`src/include/cra_pkg.sv`:
```
// constants, types and helpers for the configuration message link
// assumes one tile clock for both ends
package cra_pkg;
    // ------------------------------------------------------------
    // tokens and destination codes
    // ------------------------------------------------------------
    localparam logic [7:0]  TOK_WRITE   = 8'hc0;
    localparam logic [7:0]  TOK_READ    = 8'hc1;
    localparam logic [7:0]  TOK_END     = 8'h01;
    localparam logic [7:0]  TOK_ACK     = 8'h03;
    localparam logic [7:0]  TOK_NACK    = 8'h04;
    localparam logic [15:0] TILE_CODE   = 16'hc20c;
    localparam logic [15:0] NODE_CODE   = 16'hc30c;
    localparam logic [7:0]  PERIPH_CODE = 8'h02;
    localparam logic [7:0]  NOREPLY_LOW = 8'hff;
    localparam logic [7:0]  PS_RES_CODE = 8'h0b;
    localparam int          PS_SHIFT    = 8;
    // ------------------------------------------------------------
    // field sizes and register bank
    // ------------------------------------------------------------
    localparam logic [2:0]  RID_BYTES   = 3'h3;
    localparam logic [2:0]  REG_BYTES   = 3'h2;
    localparam logic [2:0]  WORD_BYTES  = 3'h4;
    localparam logic [2:0]  BYTE_LEN    = 3'h1;
    localparam logic [3:0]  HDR_BYTES   = 4'h5;
    localparam int          BYTE_BIT    = 15;
    localparam int          NREG        = 4;
    localparam int          FIFO_DEPTH  = 32;
    localparam int          FIFO_W      = 33;
    localparam logic [15:0] ID_DEFAULT  = 16'h0001;

    typedef enum logic [1:0] {TGT_TILE, TGT_NODE, TGT_PERIPH, TGT_NONE} cra_tgt_type;

    // resource identifier for a processor-status register
    function automatic logic [31:0] cra_ps_res_id(input logic [23:0] num);
        cra_ps_res_id = (32'(num) << PS_SHIFT) | 32'(PS_RES_CODE);
    endfunction : cra_ps_res_id
endpackage : cra_pkg

```
`src/include/cra_link_if.sv`:
```
// token link between a requesting channel-end and the config block
// assumes both parties share one clock; valid/ready on each direction
`timescale 1ns/1ps
interface cra_link_if;
    logic [31:0] dest;
    logic        req_valid;
    logic        req_ctrl;
    logic [7:0]  req_data;
    logic        req_ready;
    logic        rsp_valid;
    logic        rsp_ctrl;
    logic [7:0]  rsp_data;
    logic [23:0] rsp_dest;
    logic        rsp_ready;

    modport dev (
        input  dest, req_valid, req_ctrl, req_data, rsp_ready,
        output req_ready, rsp_valid, rsp_ctrl, rsp_data, rsp_dest
    );
    modport req (
        output dest, req_valid, req_ctrl, req_data, rsp_ready,
        input  req_ready, rsp_valid, rsp_ctrl, rsp_data, rsp_dest
    );
endinterface : cra_link_if

```
`src/rtl/cra_fifo.sv`:
```
// flip-flop fifo with valid/ready on both sides
// assumes a single clock and an asynchronous active-low reset
`timescale 1ns/1ps
module cra_fifo #(
    parameter int WIDTH = 8,
    parameter int DEPTH = 32
) (
    input  wire logic             clk,
    input  wire logic             rst_n,
    input  wire logic             in_valid,
    output logic                  in_ready,
    input  wire logic [WIDTH-1:0] in_data,
    output logic                  out_valid,
    input  wire logic             out_ready,
    output logic [WIDTH-1:0]      out_data
);
    localparam int AW = $clog2(DEPTH);

    typedef struct packed {
        logic [DEPTH-1:0][WIDTH-1:0] mem;
        logic [AW-1:0]               rd;
        logic [AW-1:0]               wr;
        logic [AW:0]                 cnt;
    } cra_fifo_type;

    cra_fifo_type r;
    cra_fifo_type n;
    logic         push;
    logic         pop;

    assign in_ready  = r.cnt != (AW+1)'(DEPTH);
    assign out_valid = r.cnt != '0;
    assign out_data  = r.mem[r.rd];
    assign push      = in_valid && in_ready;
    assign pop       = out_valid && out_ready;

    always_comb begin
        n = r;
        if (push) begin
            n.mem[r.wr] = in_data;
            n.wr        = r.wr + AW'(1);
        end
        if (pop) begin
            n.rd = r.rd + AW'(1);
        end
        n.cnt = r.cnt + (AW+1)'(push) - (AW+1)'(pop);
    end

    always_ff @(posedge clk or negedge rst_n) begin
        if (!rst_n) begin
            r <= '0;
        end else begin
            r <= n;
        end
    end
endmodule : cra_fifo

```
`src/rtl/cra_device.sv`:
```
// configuration-register server: parses token requests, replies
// through a fifo, plus a minimal test-port bypass stage
// assumes requester keeps to message framing; test pins synchronous
`timescale 1ns/1ps
module cra_device
    import cra_pkg::*;
#(
    parameter logic [15:0] TILE_ID = ID_DEFAULT,
    parameter logic [15:0] NODE_ID = ID_DEFAULT
) (
    input  wire logic CLK,
    input  wire logic RSTN,
    cra_link_if.dev   LINK,
    input  wire logic TCK,
    input  wire logic TMS,
    input  wire logic TDI,
    input  wire logic TRST_N,
    output logic      TDO
);
    // ------------------------------------------------------------
    // state
    // ------------------------------------------------------------
    typedef enum logic [2:0] {
        D_IDLE, D_RID, D_REG, D_DATA, D_END, D_EXEC, D_PUSH
    } cra_dstate_type;

    typedef struct packed {
        cra_dstate_type              st;
        cra_tgt_type                 tgt;
        logic [2:0]                  cnt;
        logic                        wr;
        logic [23:0]                 rid;
        logic [15:0]                 rnum;
        logic [31:0]                 wdata;
        logic                        ok;
        logic [31:0]                 rdata;
        logic [2:0]                  dlen;
        logic [2:0]                  pidx;
        logic                        rdy;
        logic [2:0][NREG-1:0][31:0]  regs;
        logic                        ov;
        logic [FIFO_W-1:0]           ow;
        logic                        tck_q;
        logic                        tdi_c;
        logic                        tdo;
    } cra_dev_type;

    cra_dev_type       r;
    cra_dev_type       n;
    logic              rst_n;
    logic              take;
    logic              fin_v;
    logic              fin_rdy;
    logic [FIFO_W-1:0] fin_d;
    logic              fout_v;
    logic              fout_rdy;
    logic [FIFO_W-1:0] fout_d;

    // global test reset clears everything, test stage included
    assign rst_n    = RSTN & TRST_N;
    assign take     = LINK.req_valid && r.rdy;
    assign fout_rdy = !r.ov || LINK.rsp_ready;

    assign LINK.req_ready = r.rdy;
    assign LINK.rsp_valid = r.ov;
    assign LINK.rsp_dest  = r.ow[32:9];
    assign LINK.rsp_ctrl  = r.ow[8];
    assign LINK.rsp_data  = r.ow[7:0];
    assign TDO            = r.tdo;

    function automatic cra_tgt_type tgt_of(input logic [31:0] d);
        if (d[15:0] == TILE_CODE && d[31:16] == TILE_ID) begin
            tgt_of = TGT_TILE;
        end else if (d[15:0] == NODE_CODE && d[31:16] == NODE_ID) begin
            tgt_of = TGT_NODE;
        end else if (d[7:0] == PERIPH_CODE && d[31:16] == NODE_ID) begin
            tgt_of = TGT_PERIPH;
        end else begin
            tgt_of = TGT_NONE;
        end
    endfunction : tgt_of

    // ------------------------------------------------------------
    // request parser, executor and reply builder
    // ------------------------------------------------------------
    always_comb begin
        logic [1:0]  tsel;
        logic [1:0]  idx;
        logic [15:0] hi;
        logic        bytef;
        logic [31:0] rv;
        logic [15:0] nrnum;
        n     = r;
        fin_v = 1'b0;
        fin_d = '0;
        tsel  = (r.tgt == TGT_NONE) ? 2'h0 : r.tgt;
        idx   = r.rnum[1:0];
        bytef = r.dlen == BYTE_LEN;
        hi    = r.rnum;
        if (bytef) begin
            hi[BYTE_BIT] = 1'b0;
        end
        rv    = r.regs[tsel][idx];
        nrnum = {r.rnum[7:0], LINK.req_data};
        case (r.st)
            D_IDLE: begin
                if (take && LINK.req_ctrl &&
                    (LINK.req_data == TOK_WRITE || LINK.req_data == TOK_READ)) begin
                    n.wr  = LINK.req_data == TOK_WRITE;
                    n.tgt = tgt_of(LINK.dest);
                    n.cnt = RID_BYTES;
                    n.st  = D_RID;
                end
            end
            D_RID: begin
                if (take && LINK.req_ctrl) begin
                    n.st = D_IDLE;
                end else if (take) begin
                    n.rid = {r.rid[15:0], LINK.req_data};
                    n.cnt = r.cnt - 3'h1;
                    if (r.cnt == 3'h1) begin
                        n.cnt = REG_BYTES;
                        n.st  = D_REG;
                    end
                end
            end
            D_REG: begin
                if (take && LINK.req_ctrl) begin
                    n.st = D_IDLE;
                end else if (take) begin
                    n.rnum = nrnum;
                    n.cnt  = r.cnt - 3'h1;
                    if (r.cnt == 3'h1) begin
                        // byte form only exists for peripherals
                        n.dlen = (r.tgt == TGT_PERIPH && nrnum[BYTE_BIT])
                                 ? BYTE_LEN : WORD_BYTES;
                        n.cnt  = n.dlen;
                        n.st   = r.wr ? D_DATA : D_END;
                    end
                end
            end
            D_DATA: begin
                if (take && LINK.req_ctrl) begin
                    n.st = D_IDLE;
                end else if (take) begin
                    n.wdata = {r.wdata[23:0], LINK.req_data};
                    n.cnt   = r.cnt - 3'h1;
                    if (r.cnt == 3'h1) begin
                        n.st = D_END;
                    end
                end
            end
            D_END: begin
                if (take) begin
                    // a missing end token drops the message silently
                    n.st = (LINK.req_ctrl && LINK.req_data == TOK_END)
                           ? D_EXEC : D_IDLE;
                end
            end
            D_EXEC: begin
                n.ok = r.tgt != TGT_NONE && hi < NREG && !(r.wr && idx == 2'h0);
                if (n.ok && r.wr) begin
                    if (bytef) begin
                        n.regs[tsel][idx][7:0] = r.wdata[7:0];
                    end else begin
                        n.regs[tsel][idx] = r.wdata;
                    end
                end
                // register 0 of each bank counts requests it has served
                if (r.tgt != TGT_NONE) begin
                    n.regs[tsel][0] = r.regs[tsel][0] + 32'h1;
                end
                n.rdata = bytef ? {rv[7:0], 24'h0} : rv;
                n.dlen  = (n.ok && !r.wr) ? r.dlen : 3'h0;
                n.pidx  = 3'h0;
                n.st    = (r.wr && r.rid[7:0] == NOREPLY_LOW) ? D_IDLE : D_PUSH;
            end
            D_PUSH: begin
                fin_v = 1'b1;
                if (r.pidx == 3'h0) begin
                    fin_d = {r.rid, 1'b1, r.ok ? TOK_ACK : TOK_NACK};
                end else if (r.pidx <= r.dlen) begin
                    fin_d = {r.rid, 1'b0, r.rdata[31:24]};
                end else begin
                    fin_d = {r.rid, 1'b1, TOK_END};
                end
                if (fin_rdy) begin
                    n.pidx = r.pidx + 3'h1;
                    if (r.pidx != 3'h0 && r.pidx <= r.dlen) begin
                        n.rdata = {r.rdata[23:0], 8'h00};
                    end
                    if (r.pidx > r.dlen) begin
                        n.st = D_IDLE;
                    end
                end
            end
            default: begin
                n.st = D_IDLE;
            end
        endcase
        // only handshakes cross the link, so phase never matters
        n.rdy = n.st != D_EXEC && n.st != D_PUSH;
        if (r.ov && LINK.rsp_ready) begin
            n.ov = 1'b0;
        end
        if (fout_v && fout_rdy) begin
            n.ov = 1'b1;
            n.ow = fout_d;
        end
        // test clock is sampled; edges seen one tile cycle late
        n.tck_q = TCK;
        if (TCK && !r.tck_q) begin
            n.tdi_c = TMS ? 1'b0 : TDI;
        end
        if (!TCK && r.tck_q) begin
            n.tdo = r.tdi_c;
        end
    end

    always_ff @(posedge CLK or negedge rst_n) begin
        if (!rst_n) begin
            r <= '0;
        end else begin
            r <= n;
        end
    end

    // ------------------------------------------------------------
    // reply buffer: lets replies queue while the link stalls
    // ------------------------------------------------------------
    cra_fifo #(
        .WIDTH (FIFO_W),
        .DEPTH (FIFO_DEPTH)
    ) i_cra_fifo (
        .clk       (CLK),
        .rst_n     (rst_n),
        .in_valid  (fin_v),
        .in_ready  (fin_rdy),
        .in_data   (fin_d),
        .out_valid (fout_v),
        .out_ready (fout_rdy),
        .out_data  (fout_d)
    );
endmodule : cra_device

```
`src/flat_wrapper.sv`:
```
// flat-port wrapper written by rule: the top's interface ports become plain ports
module cra_device_flat import cra_pkg::*;
#(
    parameter logic [15:0] TILE_ID = ID_DEFAULT,
    parameter logic [15:0] NODE_ID = ID_DEFAULT
)
  (CLK, RSTN, TCK, TMS, TDI, TRST_N, TDO, LINK_dest, LINK_req_valid, LINK_req_ctrl, LINK_req_data, LINK_rsp_ready, LINK_req_ready, LINK_rsp_valid, LINK_rsp_ctrl, LINK_rsp_data, LINK_rsp_dest);
  cra_link_if LINK_i ();
  input  wire logic CLK;
  input  wire logic RSTN;
  input  wire logic TCK;
  input  wire logic TMS;
  input  wire logic TDI;
  input  wire logic TRST_N;
  output logic TDO;
  input wire logic [$bits(LINK_i.dest)-1:0] LINK_dest;
  input wire logic [$bits(LINK_i.req_valid)-1:0] LINK_req_valid;
  input wire logic [$bits(LINK_i.req_ctrl)-1:0] LINK_req_ctrl;
  input wire logic [$bits(LINK_i.req_data)-1:0] LINK_req_data;
  input wire logic [$bits(LINK_i.rsp_ready)-1:0] LINK_rsp_ready;
  output wire logic [$bits(LINK_i.req_ready)-1:0] LINK_req_ready;
  output wire logic [$bits(LINK_i.rsp_valid)-1:0] LINK_rsp_valid;
  output wire logic [$bits(LINK_i.rsp_ctrl)-1:0] LINK_rsp_ctrl;
  output wire logic [$bits(LINK_i.rsp_data)-1:0] LINK_rsp_data;
  output wire logic [$bits(LINK_i.rsp_dest)-1:0] LINK_rsp_dest;
  assign LINK_i.dest = LINK_dest;
  assign LINK_i.req_valid = LINK_req_valid;
  assign LINK_i.req_ctrl = LINK_req_ctrl;
  assign LINK_i.req_data = LINK_req_data;
  assign LINK_i.rsp_ready = LINK_rsp_ready;
  assign LINK_req_ready = LINK_i.req_ready;
  assign LINK_rsp_valid = LINK_i.rsp_valid;
  assign LINK_rsp_ctrl = LINK_i.rsp_ctrl;
  assign LINK_rsp_data = LINK_i.rsp_data;
  assign LINK_rsp_dest = LINK_i.rsp_dest;
  cra_device #(.TILE_ID(TILE_ID), .NODE_ID(NODE_ID)) u_core (.CLK(CLK), .RSTN(RSTN), .LINK(LINK_i), .TCK(TCK), .TMS(TMS), .TDI(TDI), .TRST_N(TRST_N), .TDO(TDO));
endmodule
```
`config.mk`:
```
export PLATFORM = sky130hd
export DESIGN_NAME = cra_device_flat
export DESIGN_NICKNAME = d
export VERILOG_FILES = /design/src/include/cra_pkg.sv /design/src/include/cra_link_if.sv /design/src/rtl/cra_fifo.sv /design/src/rtl/cra_device.sv /design/src/flat_wrapper.sv
export SDC_FILE = /design/constraint.sdc
export NUM_CORES = 2
export LEC_CHECK = 0
export ABC_CLOCK_PERIOD_IN_PS = 73200
export BUFFER_PORTS_ARGS = -buffer_cell sky130_fd_sc_hd__buf_2
export CAP_MARGIN = 20
export CORE_ASPECT_RATIO = 0.75
export CORE_MARGIN = 2
export CORE_UTILIZATION = 25
export CTS_CLUSTER_SIZE = 20
export DETAILED_ROUTE_END_ITERATION = 10
export GPL_ROUTABILITY_DRIVEN = 0
export SLEW_MARGIN = 0
export SYNTH_ARGS = -nofsm -noshare
export SYNTH_HDL_FRONTEND = slang
export SYNTH_SLANG_ARGS = --single-unit
```
`constraint.sdc`:
```
create_clock -name CLK -period 73.2 [get_ports CLK]
set_input_delay 18.3 -clock CLK [delete_from_list [all_inputs] [get_ports CLK]]
set_output_delay 18.3 -clock CLK [all_outputs]
set_load 0.02 [all_outputs]
```
* After elaboration in Yosys (flattened, before gate mapping)
Index checks and enable logic that the tools add are counted.
** Cells by class
- Reductions and logical operators :: 48
- Mux-type cells :: 77
- Order comparisons :: 10
- Bitwise logic cells :: 2
- $add $sub $neg :: 7
- Equality and inequality tests :: 33
** Operator list (count)
- $mux 384 :: 4
- $bwmux 384 :: 3
- $bwmux 1056 :: 1
- $demux 128 s2 :: 3
- $mux 128 :: 3
- $bmux 128 s2 :: 1
- $mux 32 :: 6
- $bmux 33 s5 :: 1
- $demux 33 s5 :: 1
- $demux 32 s2 :: 2
- $mux 33 :: 3
- $mux 3 :: 30
- $bmux 32 s2 :: 1
- $pmux 32 s2 :: 1
- $mux 34 :: 1
- $add 32x1->32 const B :: 1
- $eq 16x16->1 const B :: 2
- $mux 9 :: 3
- $eq 8x8->1 const B :: 3
- $logic_and 1x1->1 :: 24
- $pmux 3 s7 :: 1
- $eq 16x1->1 const B :: 1
- $lt 16x3->1 const B :: 1
- $lt 5x6->1 const B :: 2
- 39 further kinds :: 78
** Word-level totals
- Input port bits :: 49
- Register bits after elaboration :: 1614
- Output and inout port bits :: 36

* Logic depth before layout (Yosys ltp)
- Depth after elaboration :: 12
- Gate-level depth with buffers :: 14
- Gate-level depth less buffers :: 13

* Modules after synthesis
A second synthesis with hierarchy kept.
** Second synthesis, totals
- Cell total of the unflattened synthesis :: 5272
- Area total of the unflattened synthesis :: 75005.7 um^2
** By module, submodules not included
- cra_fifo :: times used 1, cells an instance 3110, seq. area each 26825.7 um^2, area an instance 48750.5 um^2
- cra_device :: times used 1, cells an instance 2162, seq. area each 13538.0 um^2, area an instance 26255.2 um^2

* Worst setup path before layout
OpenSTA, ideal clock, no wires.
- Path type :: input-to-reg
- Start point :: input port LINK_rsp_ready
- End point :: register u_core.i_cra_fifo.r[5] in the netlist's numbering
- Stages :: 11
- Setup slack :: 52864 ps
- Arrival :: 20257 ps
- Library setup time :: 79 ps
- Cell sequence :: inv_1 a21oi_1 clkbuf_1 ha_1 inv_1 ha_1 a21o_1 a21oi_1 o21bai_1 a21oi_1 xor2_1
** RTL lines
- start, declared :: line flat_wrapper.sv:20 : input wire logic [$bits(LINK_i.rsp_ready)-1:0] LINK_rsp_ready;
- end signal, assigned :: line cra_fifo.sv:53 : r <= n;
- end, declared :: line cra_fifo.sv:26 : cra_fifo_type r;

==> out/results.ini <==
[status]
status = finished clean

[detailed_routing]
dr.pass1.iters = 6
final_antenna_net_count = 0
routed_wl_mm = 205
viasPerCell = 4.88
drtIter0Drc = 5187
routedWlPerCell_um = 20.8
vias = 48100
drc = 0

[final_layout]
final_common_cell = dfrtp_1
fin_area_um2 = 81200
finish.utilization_pct = 28.5
final_nets = 6015
instances_no_fill = 9861
drive_gt1_share_pct = 21.4
final_cell_mix = dfrtp_1, nand2_1, o21ai_0
area_growth_pct = 13.6

[timing]
slew_viol_final = 0
fin_hold_ws_ns = 0.474
final_hold_viol_count = 0
rsz0062_at_grt = false
fmax_mhz = 44.4
period_needed_ns = 22.51
period_share_pct = 30.8
setup_ws_ns = 50.69
fin_tns_setup_ns = 0
tightest_slew_ns = 1.18
setup_viol = 0
finClkSkew_ns = 0.0873
relSlewSlack_pct = 21.2

[worst_setup_path]
cp.required_ns = 73.99
cp_common_cell = buf_4
path_max_fanout = 170
max_stage_delay_ns = 0.89
critical_path.cell_chain = buf_2 -> and2_4 -> buf_4 -> buf_4 -> buf_12 -> buf_4 -> buf_4
worstSetupPathType = input pin to async pin
cp_slowest_cell = buf_4
endpoint_kind = async pin
crit_path_start_kind = input pin
worst-endpoint-arrival_ns = 23.30

[placement]
dp_slack_ns = 49.59
placed_cells = 9538
dpl_cell_area_um2 = 75300
hpwl_mm = 116
port_buffers = 84

[cts]
clk_pin_slew_ns = 0.06
cts_made_buffers = 176
cts_hold_buffers = 0
insertion_delay_ns = 0.87
clockBufferDepth = 4
clockRootBuffer = clkbuf_16
clock-sinks = 1613
cts_max_level = 4
cts_setup_buffers = 0
cts_tree = yes
cts_resized = 0

[synth]
netlist_area_um2 = 71500
synth_cells = 6182
synth_ff_type = dfrtp_1
synth_edf_count = 0
syn-num-nets = 6257
async_flop_share_pct = 100
ys_types = 74
ys_ff_latch = 1613
synth_area_per_cell_um2 = 11.6
ys_warn_count = 0
ys_seq_area_share_pct = 56.4

[global_routing]
grt_antenna_before_repair = 11
grt_pass1_wl_mm = 312
grt_pass1_vias = 48200
grt_start_max_net_pins = 197
grt_use_total_pct = 13.9
grt_overflow = 0

[power]
ir_worst_vdd_uv = 27.3
p_leak_nw = 34.9
finalPower_mw = 2.07
powerDensity_nw_per_um2 = 25.5

[floorplanning]
fp.dieW_um = 622
dieArea_um2 = 290000
io_pins = 85
rows = 170
initial_core_util_pct = 25.1
core_um2 = 285000
die_y_um = 467

[flow_run]
cap_viol_max_count = 0

[min_path]
hold_path.class = register to register

-- cell families after synthesis --
family | Yosys count | share of synthesized area [%]
XOR/XNOR | 26 | 0.318
adder cells (fa/ha/maj) | 26 | 0.465
multiplexers | 894 | 19.4
buffers and inverters | 628 | 3.56
flip-flops | 1613 | 56.4
AND/OR/NAND/NOR | 1567 | 8.94
AO/OA/AOI/OAI | 1428 | 10.8
-- registers in the layout (all words and copies together), names as in the netlist --
| signal | flops |
|---|---|
| u_core.i_cra_fifo.r | 1072 |
| u_core.r | 505 |
| u_core.LINK.rsp_dest | 24 |
| u_core.LINK.rsp_data | 8 |
| u_core.LINK.req_ready | 1 |
| u_core.LINK.rsp_ctrl | 1 |
| u_core.LINK.rsp_valid | 1 |
| u_core.TDO | 1 |
-- power by group --
part | internal, mW | total (mW) | switching (mW)
clock | 0.528 | 0.899 | 0.371
combinational | 0.0962 | 0.242 | 0.145
sequential | 0.901 | 0.934 | 0.0330
-- layout make-up --
class / count / area, µm²
clock inverter: 46 / 534
fill: 28800 / 204000
clock buffer: 257 / 5220
timing repair buffer: 174 / 1280
antenna: 12 / 30.0
inverter: 34 / 128
multi-input combinational: 3941 / 28900
tap: 3784 / 4730
sequential: 1613 / 40400
-- Yosys cell counts (all sizes together) (24+ instances only) --
master / n / area share, %
a21oi: 107 / 0.75
a22oi: 31 / 0.33
buf: 124 / 0.91
clkbuf: 470 / 2.5
dfrtp: 1613 / 56
ha: 25 / 0.44
inv: 34 / 0.18
mux2: 427 / 6.7
mux2i: 114 / 1.6
mux4: 353 / 11
nand2: 1259 / 6.6
nand3: 30 / 0.21
nand4: 24 / 0.21
nor2: 130 / 0.68
nor4: 27 / 0.27
o21ai: 1127 / 7.9
o31ai: 44 / 0.46
-- per-layer routing --
metal / global-route usage, % / routed length [µm] / share of wire, %
met5: 0 / 18 / 0.0088
met4: 3.79 / 5310 / 2.6
met3: 2.61 / 12900 / 6.3
met2: 22.2 / 94300 / 46
met1: 19.3 / 92200 / 45
-- worst max-delay path, delay by kind of cell --
family	cells	cell delay, ns
and+or+nand+nor	1	0.58
buffers and inverters	6	4.14
-- path summary, 6_finish.rpt --
kind,cells past startpoint,end,slack [ns],startpoint
max,7,u_core.i_cra_fifo.r[769],50.69,RSTN
min,2,u_core.i_cra_fifo.r[334],0.47,u_core.i_cra_fifo.r[334]
max reg2reg,6,u_core.LINK.rsp_data[0],68.40,u_core.i_cra_fifo.r[11]
min reg2reg,2,u_core.i_cra_fifo.r[334],0.47,u_core.i_cra_fifo.r[334]
max in group CLK,1,LINK_req_ready,53.32,u_core.LINK.req_ready
min in group asynchronous,2,u_core.i_cra_fifo.r[1012],17.63,TRST_N
No activity file was read; power rests on OpenSTA's default activity.
